File: config.mk
export PLATFORM = sky130hd
export DESIGN_NAME = cdd_clock_distribution
export DESIGN_NICKNAME = d
export VERILOG_FILES = /design/src/verilog/cdd_pkg.sv /design/src/verilog/cdd_chan_div.sv /design/src/verilog/cdd_clock_distribution.sv
export VERILOG_INCLUDE_DIRS = /design/src /design/src/verilog
export SDC_FILE = /design/constraint.sdc
export NUM_CORES = 1
export LEC_CHECK = 0
export ABC_AREA = 1
export ABC_CLOCK_PERIOD_IN_PS = 15500
export BUFFER_PORTS_ARGS = -buffer_cell sky130_fd_sc_hd__buf_2
export CORE_MARGIN = 1.5
export CORE_UTILIZATION = 56
export DETAILED_ROUTE_END_ITERATION = 6
export GPL_ROUTABILITY_DRIVEN = 0
export PLACE_DENSITY = 0.73
export SYNTH_ARGS = -nofsm -noshare
export SYNTH_HDL_FRONTEND = slang
export SYNTH_SLANG_ARGS = --single-unit
export TNS_END_PERCENT = 20
File: constraint.sdc
create_clock -name i_clk -period 15.5 [get_ports i_clk]
set_clock_uncertainty 0.1 [all_clocks]
set_input_delay 0.775 -clock i_clk [delete_from_list [all_inputs] [get_ports i_clk]]
set_output_delay 0.775 -clock i_clk [all_outputs]
set_load 0.01 [all_outputs]
File: src/verilog/cdd_cfg.svh
`ifndef CDD_CFG_SVH
`define CDD_CFG_SVH

// Register indices; the APB byte address is four times the index.
`define CDD_IDX_CH0_CNT 9'h190
`define CDD_IDX_CH0_BYP 9'h191
`define CDD_IDX_CH0_RTE 9'h192
`define CDD_IDX_CH1_CNT 9'h196
`define CDD_IDX_CH1_BYP 9'h197
`define CDD_IDX_CH1_RTE 9'h198
`define CDD_IDX_G2_BASE 9'h199
`define CDD_IDX_G2_LAST 9'h1A0
`define CDD_IDX_PRE 9'h1E0
`define CDD_IDX_SRC 9'h1E1
`define CDD_IDX_SYNC 9'h1E2
`define CDD_IDX_STAT 9'h1E3

// Storage slots of the register array.
`define CDD_SLOT_CH0_CNT 4'h0
`define CDD_SLOT_CH0_BYP 4'h1
`define CDD_SLOT_CH0_RTE 4'h2
`define CDD_SLOT_CH1_CNT 4'h3
`define CDD_SLOT_CH1_BYP 4'h4
`define CDD_SLOT_CH1_RTE 4'h5
`define CDD_SLOT_G2 9'h006
`define CDD_SLOT_PRE 4'hE
`define CDD_SLOT_SRC 4'hF

// Field positions.
`define CDD_BIT_BYPASS 7
`define CDD_BIT_DUTY_OFF_G2 5
`define CDD_BIT_BEGIN_HIGH 4
`define CDD_BIT_DIRECT 1
`define CDD_BIT_DUTY_OFF 0
`define CDD_BIT_SYNC 0

// Reset values and limits.
`define CDD_RST_PRE 8'h02
`define CDD_RST_SRC 8'h00
`define CDD_PRE_MIN 3'h2
`define CDD_PRE_MAX 3'h6
`define CDD_PADDR_W 12

`endif

File: src/verilog/cdd_pkg.sv
package cdd_pkg;

  typedef enum logic [1:0] {
    SRC_EXT_PRE = 2'h0,
    SRC_EXT_DIRECT = 2'h1,
    SRC_OSC_PRE = 2'h2,
    SRC_INVALID = 2'h3
  } cdd_source_t;

  typedef enum logic [4:0] {
    ST_IDLE = 5'h01,
    ST_DELAY = 5'h02,
    ST_HIGH = 5'h04,
    ST_LOW = 5'h08,
    ST_BYPASS = 5'h10
  } cdd_div_state_t;

endpackage
File: src/verilog/cdd_chan_div.sv
`timescale 1ns/1ps
`include "cdd_cfg.svh"

module cdd_chan_div
(
  // Clock and reset
  input wire logic i_clk,
  input wire logic i_rst,
  // Input clock edge events and restart strobe
  input wire logic i_edge,
  input wire logic i_load,
  // Settings, sampled on i_load
  input wire logic i_bypass,
  input wire logic i_duty_fix_disable,
  input wire logic i_begin_level_high,
  input wire logic [3:0] i_delay,
  input wire logic [3:0] i_low_cnt,
  input wire logic [3:0] i_high_cnt,
  // Divided clock and its edge events
  output logic o_level,
  output logic o_edge
);

  typedef struct packed {
    cdd_pkg::cdd_div_state_t st;
    logic [6:0] cnt;
    logic [6:0] hi_len;
    logic [6:0] lo_len;
    logic level;
    logic pulse;
  } cdd_div_t;

  cdd_div_t s_q;
  cdd_div_t s_d;
  logic [5:0] dly;
  logic odd_fix;
  logic [6:0] ev_q;
  logic [6:0] dly_ev_q;

  // Counting half cycles lets an odd ratio be split into equal halves.
  function automatic logic [6:0] halves(input logic [5:0] cycles);
    halves = {cycles, 1'b0};
  endfunction

  assign odd_fix = !i_duty_fix_disable &&
    ({2'h0, i_low_cnt} == {2'h0, i_high_cnt} + 6'h01);
  assign dly = i_begin_level_high ?
    {2'h0, i_delay} + {2'h0, i_low_cnt} + 6'h01 : {2'h0, i_delay};

  always_comb
  begin
    s_d = s_q;
    s_d.pulse = 1'b0;
    if (i_load)
    begin
      s_d.level = 1'b0;
      s_d.cnt = i_bypass ? 7'h00 : halves(dly);
      s_d.hi_len = odd_fix ? {2'h0, i_high_cnt, 1'b0} + 7'h03 :
        halves({2'h0, i_high_cnt} + 6'h01);
      s_d.lo_len = odd_fix ? {2'h0, i_high_cnt, 1'b0} + 7'h03 :
        halves({2'h0, i_low_cnt} + 6'h01);
      s_d.st = i_bypass ? cdd_pkg::ST_BYPASS : cdd_pkg::ST_DELAY;
    end
    else if (i_edge)
    begin
      case (s_q.st)
        cdd_pkg::ST_BYPASS:
        begin
          s_d.level = !s_q.level;
          s_d.pulse = 1'b1;
        end
        cdd_pkg::ST_DELAY, cdd_pkg::ST_LOW:
        begin
          if (s_q.cnt == 7'h00)
          begin
            s_d.level = 1'b1;
            s_d.pulse = 1'b1;
            s_d.st = cdd_pkg::ST_HIGH;
            s_d.cnt = s_q.hi_len - 7'h01;
          end
          else
            s_d.cnt = s_q.cnt - 7'h01;
        end
        cdd_pkg::ST_HIGH:
        begin
          if (s_q.cnt == 7'h00)
          begin
            s_d.level = 1'b0;
            s_d.pulse = 1'b1;
            s_d.st = cdd_pkg::ST_LOW;
            s_d.cnt = s_q.lo_len - 7'h01;
          end
          else
            s_d.cnt = s_q.cnt - 7'h01;
        end
        default:
          s_d.pulse = 1'b0;
      endcase
    end
  end

  always_ff @(posedge i_clk or posedge i_rst)
  begin
    if (i_rst)
    begin
      s_q <= '0;
      s_q.st <= cdd_pkg::ST_IDLE;
    end
    else
      s_q <= s_d;
  end

  assign o_level = s_q.level;
  assign o_edge = s_q.pulse;

  // Helper counters for the checks below.
  always_ff @(posedge i_clk or posedge i_rst)
  begin
    if (i_rst)
    begin
      ev_q <= 7'h00;
      dly_ev_q <= 7'h00;
    end
    else
    begin
      if (i_load || s_d.pulse)
        ev_q <= 7'h00;
      else if (i_edge)
        ev_q <= ev_q + 7'h01;
      if (i_load)
        dly_ev_q <= halves(dly);
    end
  end
endmodule

File: src/verilog/cdd_clock_distribution.sv
// The APB register port was left to the implementer.
`timescale 1ns/1ps
`include "cdd_cfg.svh"

module cdd_clock_distribution
(
  // Clock and reset
  input wire logic i_clk,
  input wire logic i_rst,
  // APB register slave
  input wire logic i_psel,
  input wire logic i_penable,
  input wire logic i_pwrite,
  input wire logic [`CDD_PADDR_W-1:0] i_paddr,
  input wire logic [31:0] i_pwdata,
  output logic [31:0] o_prdata,
  output logic o_pready,
  output logic o_pslverr,
  // Source clock edge events, one pulse per rising or falling edge
  input wire logic i_ext_edge,
  input wire logic i_osc_edge,
  // Distributed clocks
  output logic o_first_pair_output_a,
  output logic o_first_pair_output_b,
  output logic o_second_pair_output_a,
  output logic o_second_pair_output_b,
  output logic o_third_pair_output,
  output logic o_fourth_pair_output
);

  typedef struct packed {
    logic [15:0][7:0] regs;
    logic [15:0][7:0] act;
    logic apply;
    logic [2:0] pre_cnt;
    logic pre_edge;
    logic direct_lvl;
    logic [3:0] outs;
    logic [31:0] prdata;
    logic pready;
    logic pslverr;
  } cdd_top_t;

  cdd_top_t s_q;
  cdd_top_t s_d;
  cdd_pkg::cdd_source_t src;
  logic src_edge;
  logic pre_used;
  logic chan_in;
  logic restart;
  logic setup;
  logic access;
  logic adr_ok;
  logic [8:0] idx;
  logic [4:0] dec;
  logic is_sync;
  logic is_stat;
  logic sync_wr;
  logic [2:0] ratio;
  logic [5:0] div_lvl;
  logic [5:0] div_edge;
  logic [2:0] hpe_q;

  // Storage slot of a register index; bit 4 marks a hit.
  function automatic logic [4:0] slot_of(input logic [8:0] i);
    case (i)
      `CDD_IDX_CH0_CNT: slot_of = {1'b1, `CDD_SLOT_CH0_CNT};
      `CDD_IDX_CH0_BYP: slot_of = {1'b1, `CDD_SLOT_CH0_BYP};
      `CDD_IDX_CH0_RTE: slot_of = {1'b1, `CDD_SLOT_CH0_RTE};
      `CDD_IDX_CH1_CNT: slot_of = {1'b1, `CDD_SLOT_CH1_CNT};
      `CDD_IDX_CH1_BYP: slot_of = {1'b1, `CDD_SLOT_CH1_BYP};
      `CDD_IDX_CH1_RTE: slot_of = {1'b1, `CDD_SLOT_CH1_RTE};
      `CDD_IDX_PRE: slot_of = {1'b1, `CDD_SLOT_PRE};
      `CDD_IDX_SRC: slot_of = {1'b1, `CDD_SLOT_SRC};
      default:
        slot_of = (i >= `CDD_IDX_G2_BASE && i <= `CDD_IDX_G2_LAST) ?
          {1'b1, 4'(i - `CDD_IDX_G2_BASE + `CDD_SLOT_G2)} : 5'h00;
    endcase
  endfunction

  // Out-of-range values of bits 2:0 are clamped rather than stopping the clock; higher bits are ignored.
  function automatic logic [2:0] pre_ratio(input logic [7:0] r);
    if (r[2:0] < `CDD_PRE_MIN)
      pre_ratio = `CDD_PRE_MIN;
    else if (r[2:0] > `CDD_PRE_MAX)
      pre_ratio = `CDD_PRE_MAX;
    else
      pre_ratio = r[2:0];
  endfunction

  // Code 11 passes no edges, so every output stops rather than glitching.
  assign src = cdd_pkg::cdd_source_t'(s_q.act[`CDD_SLOT_SRC][1:0]);
  assign src_edge = (src == cdd_pkg::SRC_EXT_PRE ||
    src == cdd_pkg::SRC_EXT_DIRECT) ? i_ext_edge :
    (src == cdd_pkg::SRC_OSC_PRE) ? i_osc_edge : 1'b0;
  assign pre_used = src == cdd_pkg::SRC_EXT_PRE ||
    src == cdd_pkg::SRC_OSC_PRE;
  assign chan_in = pre_used ? s_q.pre_edge : src_edge;
  assign ratio = pre_ratio(s_q.act[`CDD_SLOT_PRE]);

  assign setup = i_psel && !i_penable;
  assign access = i_psel && i_penable && s_q.pready;
  assign adr_ok = !i_paddr[11] && i_paddr[1:0] == 2'h0;
  assign idx = i_paddr[10:2];
  assign dec = adr_ok ? slot_of(idx) : 5'h00;
  assign is_sync = adr_ok && idx == `CDD_IDX_SYNC;
  assign is_stat = adr_ok && idx == `CDD_IDX_STAT;
  assign sync_wr = access && i_pwrite && is_sync &&
    i_pwdata[`CDD_BIT_SYNC];
  assign restart = sync_wr || s_q.apply;

  always_comb
  begin
    s_d = s_q;
    s_d.apply = 1'b0;
    s_d.pre_edge = 1'b0;
    s_d.pready = setup;
    if (setup)
    begin
      s_d.pslverr = !(dec[4] || is_sync || is_stat);
      if (dec[4])
        s_d.prdata = {24'h000000, s_q.regs[dec[3:0]]};
      else if (is_stat)
        s_d.prdata = {26'h0000000, s_q.outs, pre_used,
          src == cdd_pkg::SRC_INVALID};
      else
        s_d.prdata = 32'h00000000;
    end
    if (access && i_pwrite && dec[4])
      s_d.regs[dec[3:0]] = i_pwdata[7:0];
    // Settings are copied only here, so counters never see a half update.
    if (sync_wr)
    begin
      s_d.act = s_q.regs;
      s_d.apply = 1'b1;
    end
    if (restart)
      s_d.pre_cnt = 3'h0;
    else if (src_edge)
    begin
      if (s_q.pre_cnt == ratio - 3'h1)
      begin
        s_d.pre_cnt = 3'h0;
        s_d.pre_edge = pre_used;
      end
      else
        s_d.pre_cnt = s_q.pre_cnt + 3'h1;
    end
    if (restart)
      s_d.direct_lvl = 1'b0;
    else if (src_edge)
      s_d.direct_lvl = !s_q.direct_lvl;
    s_d.outs[0] = s_q.act[`CDD_SLOT_CH0_RTE][`CDD_BIT_DIRECT] ?
      s_q.direct_lvl : div_lvl[0];
    s_d.outs[1] = s_q.act[`CDD_SLOT_CH1_RTE][`CDD_BIT_DIRECT] ?
      s_q.direct_lvl : div_lvl[1];
    s_d.outs[2] = div_lvl[3];
    s_d.outs[3] = div_lvl[5];
  end

  always_ff @(posedge i_clk or posedge i_rst)
  begin
    if (i_rst)
    begin
      s_q <= '0;
      s_q.regs[`CDD_SLOT_PRE] <= `CDD_RST_PRE;
      s_q.regs[`CDD_SLOT_SRC] <= `CDD_RST_SRC;
      s_q.act[`CDD_SLOT_PRE] <= `CDD_RST_PRE;
      s_q.act[`CDD_SLOT_SRC] <= `CDD_RST_SRC;
      s_q.apply <= 1'b1;
    end
    else
      s_q <= s_d;
  end

  // Dividers 0 and 1 feed pairs one and two; 2 to 5 form two cascades.
  for (genvar k = 0; k < 6; k++)
  begin : g_div
    localparam int C = (k < 2) ? 3 * k : 2 * k + 2;
    logic edge_in;
    logic fix_off;
    if (k == 3 || k == 5)
    begin : g_casc
      assign edge_in = div_edge[k - 1];
      assign fix_off = s_q.act[C + 1][`CDD_BIT_DUTY_OFF_G2];
    end
    else if (k >= 2)
    begin : g_first
      assign edge_in = chan_in;
      assign fix_off = s_q.act[C + 1][`CDD_BIT_DUTY_OFF_G2];
    end
    else
    begin : g_single
      assign edge_in = chan_in;
      assign fix_off = s_q.act[C + 2][`CDD_BIT_DUTY_OFF];
    end
    cdd_chan_div u_div
    (
      .i_clk(i_clk),
      .i_rst(i_rst),
      .i_edge(edge_in),
      .i_load(s_q.apply),
      .i_bypass(s_q.act[C + 1][`CDD_BIT_BYPASS]),
      .i_duty_fix_disable(fix_off),
      .i_begin_level_high(s_q.act[C + 1][`CDD_BIT_BEGIN_HIGH]),
      .i_delay(s_q.act[C + 1][3:0]),
      .i_low_cnt(s_q.act[C][7:4]),
      .i_high_cnt(s_q.act[C][3:0]),
      .o_level(div_lvl[k]),
      .o_edge(div_edge[k])
    );
  end

  assign o_prdata = s_q.prdata;
  assign o_pready = s_q.pready;
  assign o_pslverr = s_q.pslverr;
  assign o_first_pair_output_a = s_q.outs[0];
  assign o_first_pair_output_b = s_q.outs[0];
  assign o_second_pair_output_a = s_q.outs[1];
  assign o_second_pair_output_b = s_q.outs[1];
  assign o_third_pair_output = s_q.outs[2];
  assign o_fourth_pair_output = s_q.outs[3];

  // Source edges seen since the last prescaler output edge.
  always_ff @(posedge i_clk or posedge i_rst)
  begin
    if (i_rst)
      hpe_q <= 3'h0;
    else if (s_q.pre_edge)
      hpe_q <= (src_edge && !restart) ? 3'h1 : 3'h0;
    else if (restart)
      hpe_q <= 3'h0;
    else if (src_edge && pre_used)
      hpe_q <= hpe_q + 3'h1;
  end
endmodule

---- After elaboration in Yosys (flattened, before gate mapping) ----
Cells that the tools add are included.
storage, ports and cells
  register bits after elaboration ......... 441
  latch bits .............................. 0
  bits in writable memories ............... 0
  bits in read-only memories .............. 0
  input bits .............................. 51
  output and inout port bits .............. 40
  word-level logic and storage cells ...... 408
  memories kept ........................... 0
cells by class
  add/subtract/negate cells ............... 52
  multipliers ............................. 0
  div/mod/pow operators ................... 0
  $lt $le $gt $ge ......................... 6
  eq/ne operators ......................... 56
  shift operators ......................... 0
  muxes and demuxes ....................... 135
  bitwise gates (word level) .............. 0
  reduce and logical (&&, ||, !) cells .... 87
operators with widths
  operator               count
  $mux W7                30
  $mux W12               12
  $pmux W12 S2           6
  $bwmux W128            1
  $sub A7 B1 Y7 const B  18
  $mux W5                20
  $eq A9 B9 Y1 const B   10
  $add A4 B1 Y5 const B  12
  $reduce_and A4 Y1      12
  $logic_not A7 Y1       6
  $mux W6                7
  $pmux W5 S8            1
  $add A5 B2 Y6 const B  6
  $add A6 B1 Y6 const B  6
  $mux W2                18
  $ne A3 B2 Y1 const B   12
  $pmux W1 S3            12
  $bmux W8 S4            1
  $demux W8 S4           1
  $add A4 B4 Y5          6
  $eq A4 B5 Y1           6
  $eq A5 B2 Y1 const B   6
  $eq A5 B3 Y1 const B   6
  $eq A5 B4 Y1 const B   6
  other kinds (27)       115

---- Depth between registers and ports, before layout ----
Gate-level depths: netlist of run 1.
  depth after elaboration ................. 10
  depth in mapped cells ................... 20
  mapped depth without buffers ............ 19

---- Hierarchy ----
From an unflattened synthesis of run 1, not the netlist that was laid out.
unflattened totals
  cell total of the unflattened synthesis .. 3247
  area total of the unflattened synthesis .. 23407.4 um^2
by module, submodules not included
  module                  times used  cells each  area an instance (um^2)  seq. area each (um^2)
  cdd_chan_div            6           304         2001.9                   626.9
  cdd_clock_distribution  1           1423        11395.9                  6134.6

---- Worst setup path before layout of run 1 ----
No wires, ideal clock.
  path type ............................... input-to-reg
  start point ............................. input port i_paddr[2]
  end point ............................... register s_q[292] (netlist name)
  setup time .............................. 0.128 ns
  arrival ................................. 2.761 ns
  data required time ...................... 15.272 ns
  setup slack ............................. 12.511 ns
  stages .................................. 17
  cell sequence ........................... inv_1 ha_1 nand3_1 inv_1 nand2_1 nand2_1 nor2_2 nand2_4 inv_2 nor2_2 nor2_8 inv_4 nor4_4 nand2_4 buf_6 nand2_1 o21ai_2
between the ends
  word-level cells in the longest chain between the ends .. 10
  elaborated cells between the ends (all ways) .. 23
RTL lines
  item                                                                line                           text
  start, declared                                                     cdd_clock_distribution.sv:14   input wire logic [`CDD_PADDR_W-1:0] i_paddr,
  $sub A4 B4 Y4 (no line) (tied with other cells)                     n/a
  $add A4 B3 Y4 (no line) or $logic_and A1 B1 Y1 (tied branches)      n/a
  $mux W5                                                             cdd_clock_distribution.sv:76   slot_of = (i >= `CDD_IDX_G2_BASE && i <= `CDD_IDX_G2_LAST) ?
  $pmux W5 S8 (*)                                                     cdd_clock_distribution.sv:66   case (i)
  $mux W5 (*)                                                         cdd_clock_distribution.sv:105  assign dec = adr_ok ? slot_of(idx) : 5'h00;
  $lt A4 B5 Y1 (not written as such) or $ge A4 B1 Y1 (tied branches)  cdd_clock_distribution.sv:130  s_d.regs[dec[3:0]] = i_pwdata[7:0];
  $logic_and A1 B1 Y1 (not written as such)                           cdd_clock_distribution.sv:130
  $mux W8 (not written as such)                                       cdd_clock_distribution.sv:130
  $demux W8 S4                                                        cdd_clock_distribution.sv:130
  $bwmux W128                                                         cdd_clock_distribution.sv:130
  end, declared                                                       cdd_clock_distribution.sv:44   cdd_top_t s_q;
Mark *: on every way between the ends. The rest lies on a longest branch, timed or not.
A chain may end at the register's enable or synchronous reset.

---- Worst setup path after layout of run 1 ----
  start point ............................. input port i_paddr[2]
  end point ............................... register s_q, in the netlist o_prdata[1]
between the ends
  word-level cells in the longest chain between the ends .. 8
  elaborated cells between the ends (all ways) .. 22
RTL lines
  item                                                            line                           text
  $sub A4 B4 Y4 (no line) (tied with other cells)                 n/a
  $add A4 B3 Y4 (no line) or $logic_and A1 B1 Y1 (tied branches)  n/a
  $mux W5                                                         cdd_clock_distribution.sv:76
  $pmux W5 S8                                                     cdd_clock_distribution.sv:66
  $mux W5                                                         cdd_clock_distribution.sv:105
  $bmux W8 S4                                                     cdd_clock_distribution.sv:122  s_d.prdata = {24'h000000, s_q.regs[dec[3:0]]};
  $mux W8 (not written as such)                                   cdd_clock_distribution.sv:122
  $mux W8 (*)                                                     cdd_clock_distribution.sv:121  if (dec[4])
Mark *: on every way between the ends. The rest lies on a longest branch, timed or not. The select of a mux whose other input is x is not followed.

==> flow_summary.toml, run 1 <==
[cells_and_area]
fin_nets = 3013
layout_common_cells = "nand2_1 (836), dfrtp_1 (380), o21ai_0 (350), inv_1 (297), nor2_1 (187)"
multiInputGateArea_sq_um = 10700
nFillCells = 3392
fin_util = 0.619
final_common_cell = "nand2_1"
area_growth_pct = 8.35
fin_cells = 3433
diodes = 0
regArea_sq_um = 9750
drive_gt1_frac = 0.0672

[global_routing]
grt_pass1_vias = 18800
grt_use_total = 0.274
grt_pass1_wl_um = 92100
antenna_found_initial = 0
grt_overflow_total = 0
grt_max_degree = 121

[sta]
setup_tns_ns = 0
slew_headroom = 0.130
min_period_over_period = 0.258
report.final.slew_viol_count = 0
layout_setup_ws_ns = 11.51
setup_viol = 0
period_needed_ns = 3.99
tightest_slew_ns = 1.29
max_freq_mhz = 251
finalHoldViolations = 0
rsz0062_at_grt = "no"
fin_hold_ws_ns = 0.243

[synth]
synth_top_cell_area_share = 0.429
yosysSeqAreaShare = 0.439
async_flop_share = 1.00
synth_edf_count = 0
ys_top_cells_by_area = "dfrtp_1 (43%), nand2_1 (14%), o21ai_0 (7.9%), inv_1 (5.1%), ha_1 (4.0%)"
synth_area_leader_cell = "dfrtp_1"
yosysWarnings = 0
synth_top_flop_cell = "dfrtp_1"
syn_area_sq_um = 22200
syn_inst = 2898
yosys.cell_types.count = 58
syn_avg_cell_area_sq_um = 7.65
ys_ff_latch = 389

[status]
outcome = "finished, final reports clean"

[route]
drt-wirelength-per-cell_um = 16.1
drt-pass1-iter-count = 6
via_per_inst = 5.64
vias = 19400
drtIter0Drc = 1588
wl_um = 55300
antenna_left = 0
drc_errors = 0

[pwr]
p_per_area_nw_per_um2 = 89.1
ir_worst_vdd_uv = 75.2
leakagePower_nw = 12.0

[placed_design]
io_buffers = 42
place_inst = 3357
hpwlAfterDp_um = 37500
pre_cts_slack_ns = 11.05

[clock_tree]
post-cts-setup-buffer-count = 0
cts_sinks = 389
cts_buffer_depth = 3
post_cts_resized = 0
cts_root_buffer = "clkbuf_16"
tritoncts = "yes"
numCtsBuffers = 44
ctsHoldBuffers = 0
cts_htree_levels = 2
worst_setup_hold_path_clk_slew_ns = 0.06
clk_latency_ns = 0.57

[worst_setup_path]
start_kind = "input pin"
path_class = "in -> reg"
cp_max_fo = 96
worstPathRequired_ns = 15.83
cp_data_arrival_time_ns = 4.32
path_cells = "buf_2, inv_1, ha_1, nand3_1, inv_1, nand2_1, nand2_1, nor2_2, nand2_4, nand2_1, buf_4, nand3_4, nand2_1, o21ai_0, nand2_1, nand2_1, nand2_1, nand2_1, o21bai_1, nand2_1"
crit_top_cell = "nand2_1"
cp-end-kind = "register"
critical_path_buf_inv_count = 4
slowest_stage = "nand3_4"
crit_path_max_incr_delay_ns = 0.85
cpLargestDelayFamily = "simple AND/OR/NAND/NOR gates"

[worst_hold_path]
hp-class = "in -> async"

[floorplan]
die_h_um = 202
coreArea_sq_um = 38800
dieArea_sq_um = 40800
fp-row-count = 72
ioPinCount = 91
start_util = 0.571
chipWidth_um = 202

[job]
cap_violations = 0
layout make-up:
type                            instances  share of cell area
Clock buffer                           65              0.0550
Clock inverter                         11             0.00645
Inverter                              308              0.0486
Multi-Input combinational cell       2085               0.444
Sequential cell                       389               0.405
Tap cell                              518              0.0270
Timing Repair Buffer                   57              0.0134
metrics by stage:
stage,area (sq um),total power [mW]
5_1_grt,24000,2.20
4_1_cts,24000,2.16
6_report,24000,2.14
3_3_place_gp,22600,1.09
2_1_floorplan,22300,1.07
3_5_place_dp,22600,1.09
cells by family after synthesis:
| kind of cell | share of synthesized area |
|---|---|
| flops | 0.439 |
| mux | 0.00102 |
| buf+inv | 0.0844 |
| fa+ha+maj | 0.0455 |
| simple gates | 0.240 |
| compound gates | 0.151 |
| xor+xnor | 0.0395 |
| other cells | 0.000169 |
final timing paths:
kind | from | to | slack, ns | cells after the start
setup / recovery | i_paddr[2] | o_prdata[1]$_DFFE_PP0P_ | 11.51 | 20
hold / removal | i_rst | g_div[5].u_div.s_q[5]$_DFFE_PP0P_ | 0.24 | 2
setup reg to reg | s_q[43]$_DFF_PP1_ | g_div[1].u_div.o_level$_DFFE_PP0P_ | 12.24 | 10
hold reg to reg | g_div[5].u_div.o_level$_DFFE_PP0P_ | o_fourth_pair_output$_DFF_PP0_ | 0.30 | 0
max in group asynchronous | i_rst | g_div[1].u_div.s_q[10]$_DFFE_PP0P_ | 12.97 | 4
min in group i_clk | g_div[5].u_div.o_level$_DFFE_PP0P_ | o_fourth_pair_output$_DFF_PP0_ | 0.30 | 0
flip-flops by register name, summed over array words and instances (netlist names), 2 cells and up:
| name | flops |
|---|---|
| g_div.fix_off | 6 |
| g_div.u_div.o_edge | 2 |
| g_div.u_div.o_level | 4 |
| g_div.u_div.s_q | 138 |
| o_prdata | 8 |
| s_q | 225 |
per-layer routing:
metal | part of all wire | vias up | track usage
met5 | 0 | - | 0
met4 | 0.023 | 0 | 0.0866
met3 | 0.067 | 103 | 0.0421
met2 | 0.46 | 661 | 0.441
met1 | 0.45 | 9215 | 0.382
li1 | - | 9385 | -
where the power goes:
group          switching (mW)  internal, mW
combinational          0.0438       0.00771
clock                   0.421         0.652
sequential           0.000672          1.02
synthesized netlist by cell type (8+ instances only):
cell and number:
xnor2_1 30, nand4_1 53, o21ai_2 10, o21ai_1 66, o211ai_1 11, a31oi_1 28, buf_2 13, a2111oi_0 8
o22ai_1 17, clkbuf_1 68, a21oi_1 86, inv_1 299, ha_1 71, nor3_1 24, buf_1 16, nand3_1 113
nand2_1 836, buf_4 37, nand2_2 8, dfrtp_1 380, o21bai_1 11, o21ai_0 350, nor2_1 187, or2_2 9
xor2_1 70, dfstp_2 9
(Power assumes the default switching activity.)
==> run 2: changes to the inputs <==
--- a/config.mk
+++ b/config.mk
@@ -7,13 +7,13 @@
 export NUM_CORES = 1
 export LEC_CHECK = 0
 export ABC_AREA = 1
-export ABC_CLOCK_PERIOD_IN_PS = 15500
+export ABC_CLOCK_PERIOD_IN_PS = 3200
 export BUFFER_PORTS_ARGS = -buffer_cell sky130_fd_sc_hd__buf_2
 export CORE_MARGIN = 1.5
 export CORE_UTILIZATION = 56
 export DETAILED_ROUTE_END_ITERATION = 6
 export GPL_ROUTABILITY_DRIVEN = 0
-export PLACE_DENSITY = 0.73
+export PLACE_DENSITY = 0.76
 export SYNTH_ARGS = -nofsm -noshare
 export SYNTH_HDL_FRONTEND = slang
 export SYNTH_SLANG_ARGS = --single-unit
==> constraint.sdc (replaced) <==
create_clock -name i_clk -period 3.2 [get_ports i_clk]
set_clock_uncertainty 0.1 [all_clocks]
set_input_delay 0.16 -clock i_clk [delete_from_list [all_inputs] [get_ports i_clk]]
set_output_delay 0.16 -clock i_clk [all_outputs]
set_load 0.01 [all_outputs]
==> run 2 against run 1 <==
Effect of this change:
- the flow now finishes with violations (DRC)
- combinational power grew to 5.5 times the previous value
- utilization is 1.2 points higher
- worst setup slack worse by 11 ns
- critical path depth is 14 lower
- cell count is 1.2% higher
- total power grew to 4.9 times the previous value
- first-iteration DRC count is 13% higher
- critical path type is now reg -> reg
- largest cell class unchanged
==> flow_summary.toml, run 2 (same netlist as run 1, synthesis figures left out) <==
[clock_tree]
ctsHoldBuffers = 7
cts_htree_levels = 2
post-cts-setup-buffer-count = 0
tritoncts = "yes"
worst_setup_hold_path_clk_slew_ns = 0.06
cts_sinks = 389
cts_buffer_depth = 3
clk_latency_ns = 0.58
numCtsBuffers = 42
post_cts_resized = 0
cts_root_buffer = "clkbuf_16"

[worst_setup_path]
path_class = "reg -> reg"
cpLargestDelayFamily = "buffers and inverters"
r2r-end = "s_q[40]$_DFFE_PP0P_"
cp-end-kind = "register"
cp_max_fo = 59
start_kind = "register"
critical_path_buf_inv_count = 2
cp_data_arrival_time_ns = 3.36
worstPathRequired_ns = 3.61
crit_path_max_incr_delay_ns = 0.78
crit_end = "s_q[40]$_DFFE_PP0P_"
slowest_stage = "inv_2"
path_cells = "nand4_1, nor3_2, inv_2, nand2_1, a211oi_1, dlygate4sd3_1"
rrSetupSlack_ns = 0.25
reg2regPathDepth = 6
startpoint = "o_pready$_DFF_PP0_"
r2r_start = "o_pready$_DFF_PP0_"
cp.depth = 6

[cells_and_area]
top_register = "s_q"
drive_gt1_frac = 0.0775
fin_util = 0.631
fin_cells = 3473
area_growth_pct = 10.4
design_area_sq_um = 24500
final_common_cell = "nand2_1"
diodes = 0
layout_common_cells = "nand2_1 (836), dfrtp_1 (380), o21ai_0 (350), inv_1 (297), nor2_1 (187)"
fin_nets = 3050
largest_reg_flops = 225

[route]
drt-wirelength-per-cell_um = 16.3
drt-pass1-iter-count = 7
via_per_inst = 5.68
wl_um = 56600
drc_errors = 1
vias = 19700
drtIter0Drc = 1793
antenna_left = 0

[floorplan]
dieArea_sq_um = 40800
coreArea_sq_um = 38800
ioPinCount = 91
die_h_um = 202
start_util = 0.571
fp-row-count = 72
chipWidth_um = 202

[global_routing]
grt_pass1_vias = 19000
grt_pass1_wl_um = 94200
grt_use_total = 0.280
grt_overflow_total = 0
antenna_found_initial = 0
grt_max_degree = 138

[sta]
min_period_over_period = 0.922
setup_tns_ns = 0
layout_setup_ws_ns = 0.249
finalHoldViolations = 0
fin_hold_ws_ns = 0.0813
tightest_slew_ns = 1.05
period_needed_ns = 2.95
max_freq_mhz = 339
report.final.slew_viol_count = 0
setup_viol = 0
slew_headroom = 0.296
rsz0062_at_grt = "no"

[placed_design]
pre_cts_slack_ns = 0.163
place_area_sq_um = 22900
place_inst = 3389
io_buffers = 42
hpwlAfterDp_um = 38900

[worst_hold_path]
hp-class = "in -> reg"

[pwr]
p_total_mw = 10.5
leakagePower_nw = 12.2
ir_worst_vdd_uv = 468
p_per_area_nw_per_um2 = 430

[status]
outcome = "complete, but fails checks"
violations = "DRC"

[job]
cap_violations = 0
-- run 2: how the worst min path moves through the flow --
stage	start	endpoint	cells past startpoint
3_3_place_gp	i_rst	g_div[5].u_div.s_q[22]$_DFFE_PP0P_	2
2_1_floorplan	i_penable	o_pready$_DFF_PP0_	1
3_5_place_dp	i_rst	g_div[5].u_div.s_q[22]$_DFFE_PP0P_	2
4_1_cts	i_pwdata[6]	s_q[298]$_DFFE_PP0P_	3
6_report	i_pwdata[6]	s_q[298]$_DFFE_PP0P_	3
5_1_grt	i_pwdata[6]	s_q[298]$_DFFE_PP0P_	3
-- run 2: worst register-to-register path, cell delays in order, from the launching register on --
cell           delay, ns
dfrtp_1             0.37
nand4_1             0.33
nor3_2              0.13
inv_2               0.78
nand2_1             0.33
a211oi_1            0.28
dlygate4sd3_1       0.57
-- run 2: layout make-up --
| type | count | area [sq um] |
|---|---|---|
| timing repair buffer | 96 | 758 |
| tap | 518 | 648 |
| inverter | 308 | 1160 |
| sequential | 389 | 9750 |
| clock inverter | 16 | 238 |
| multi-input combinational | 2085 | 10700 |
| fill | 3231 | 14300 |
| clock buffer | 61 | 1270 |
-- run 2: metal layers --
layer,vias up,global-route usage,routed length (um)
met5,-,0,0
met4,0,0.0920,1340
met3,106,0.0392,3720
met2,688,0.458,26600
met1,9474,0.386,24900
li1,9475,-,-
-- run 2: power by group --
| group | internal [mW] | leakage (nW) | total (mW) | switching, mW |
|---|---|---|---|---|
| clock | 3.23 | 0.734 | 5.33 | 2.10 |
| sequential | 4.92 | 5.02 | 4.93 | 0.00334 |
| combinational | 0.0650 | 6.49 | 0.284 | 0.219 |
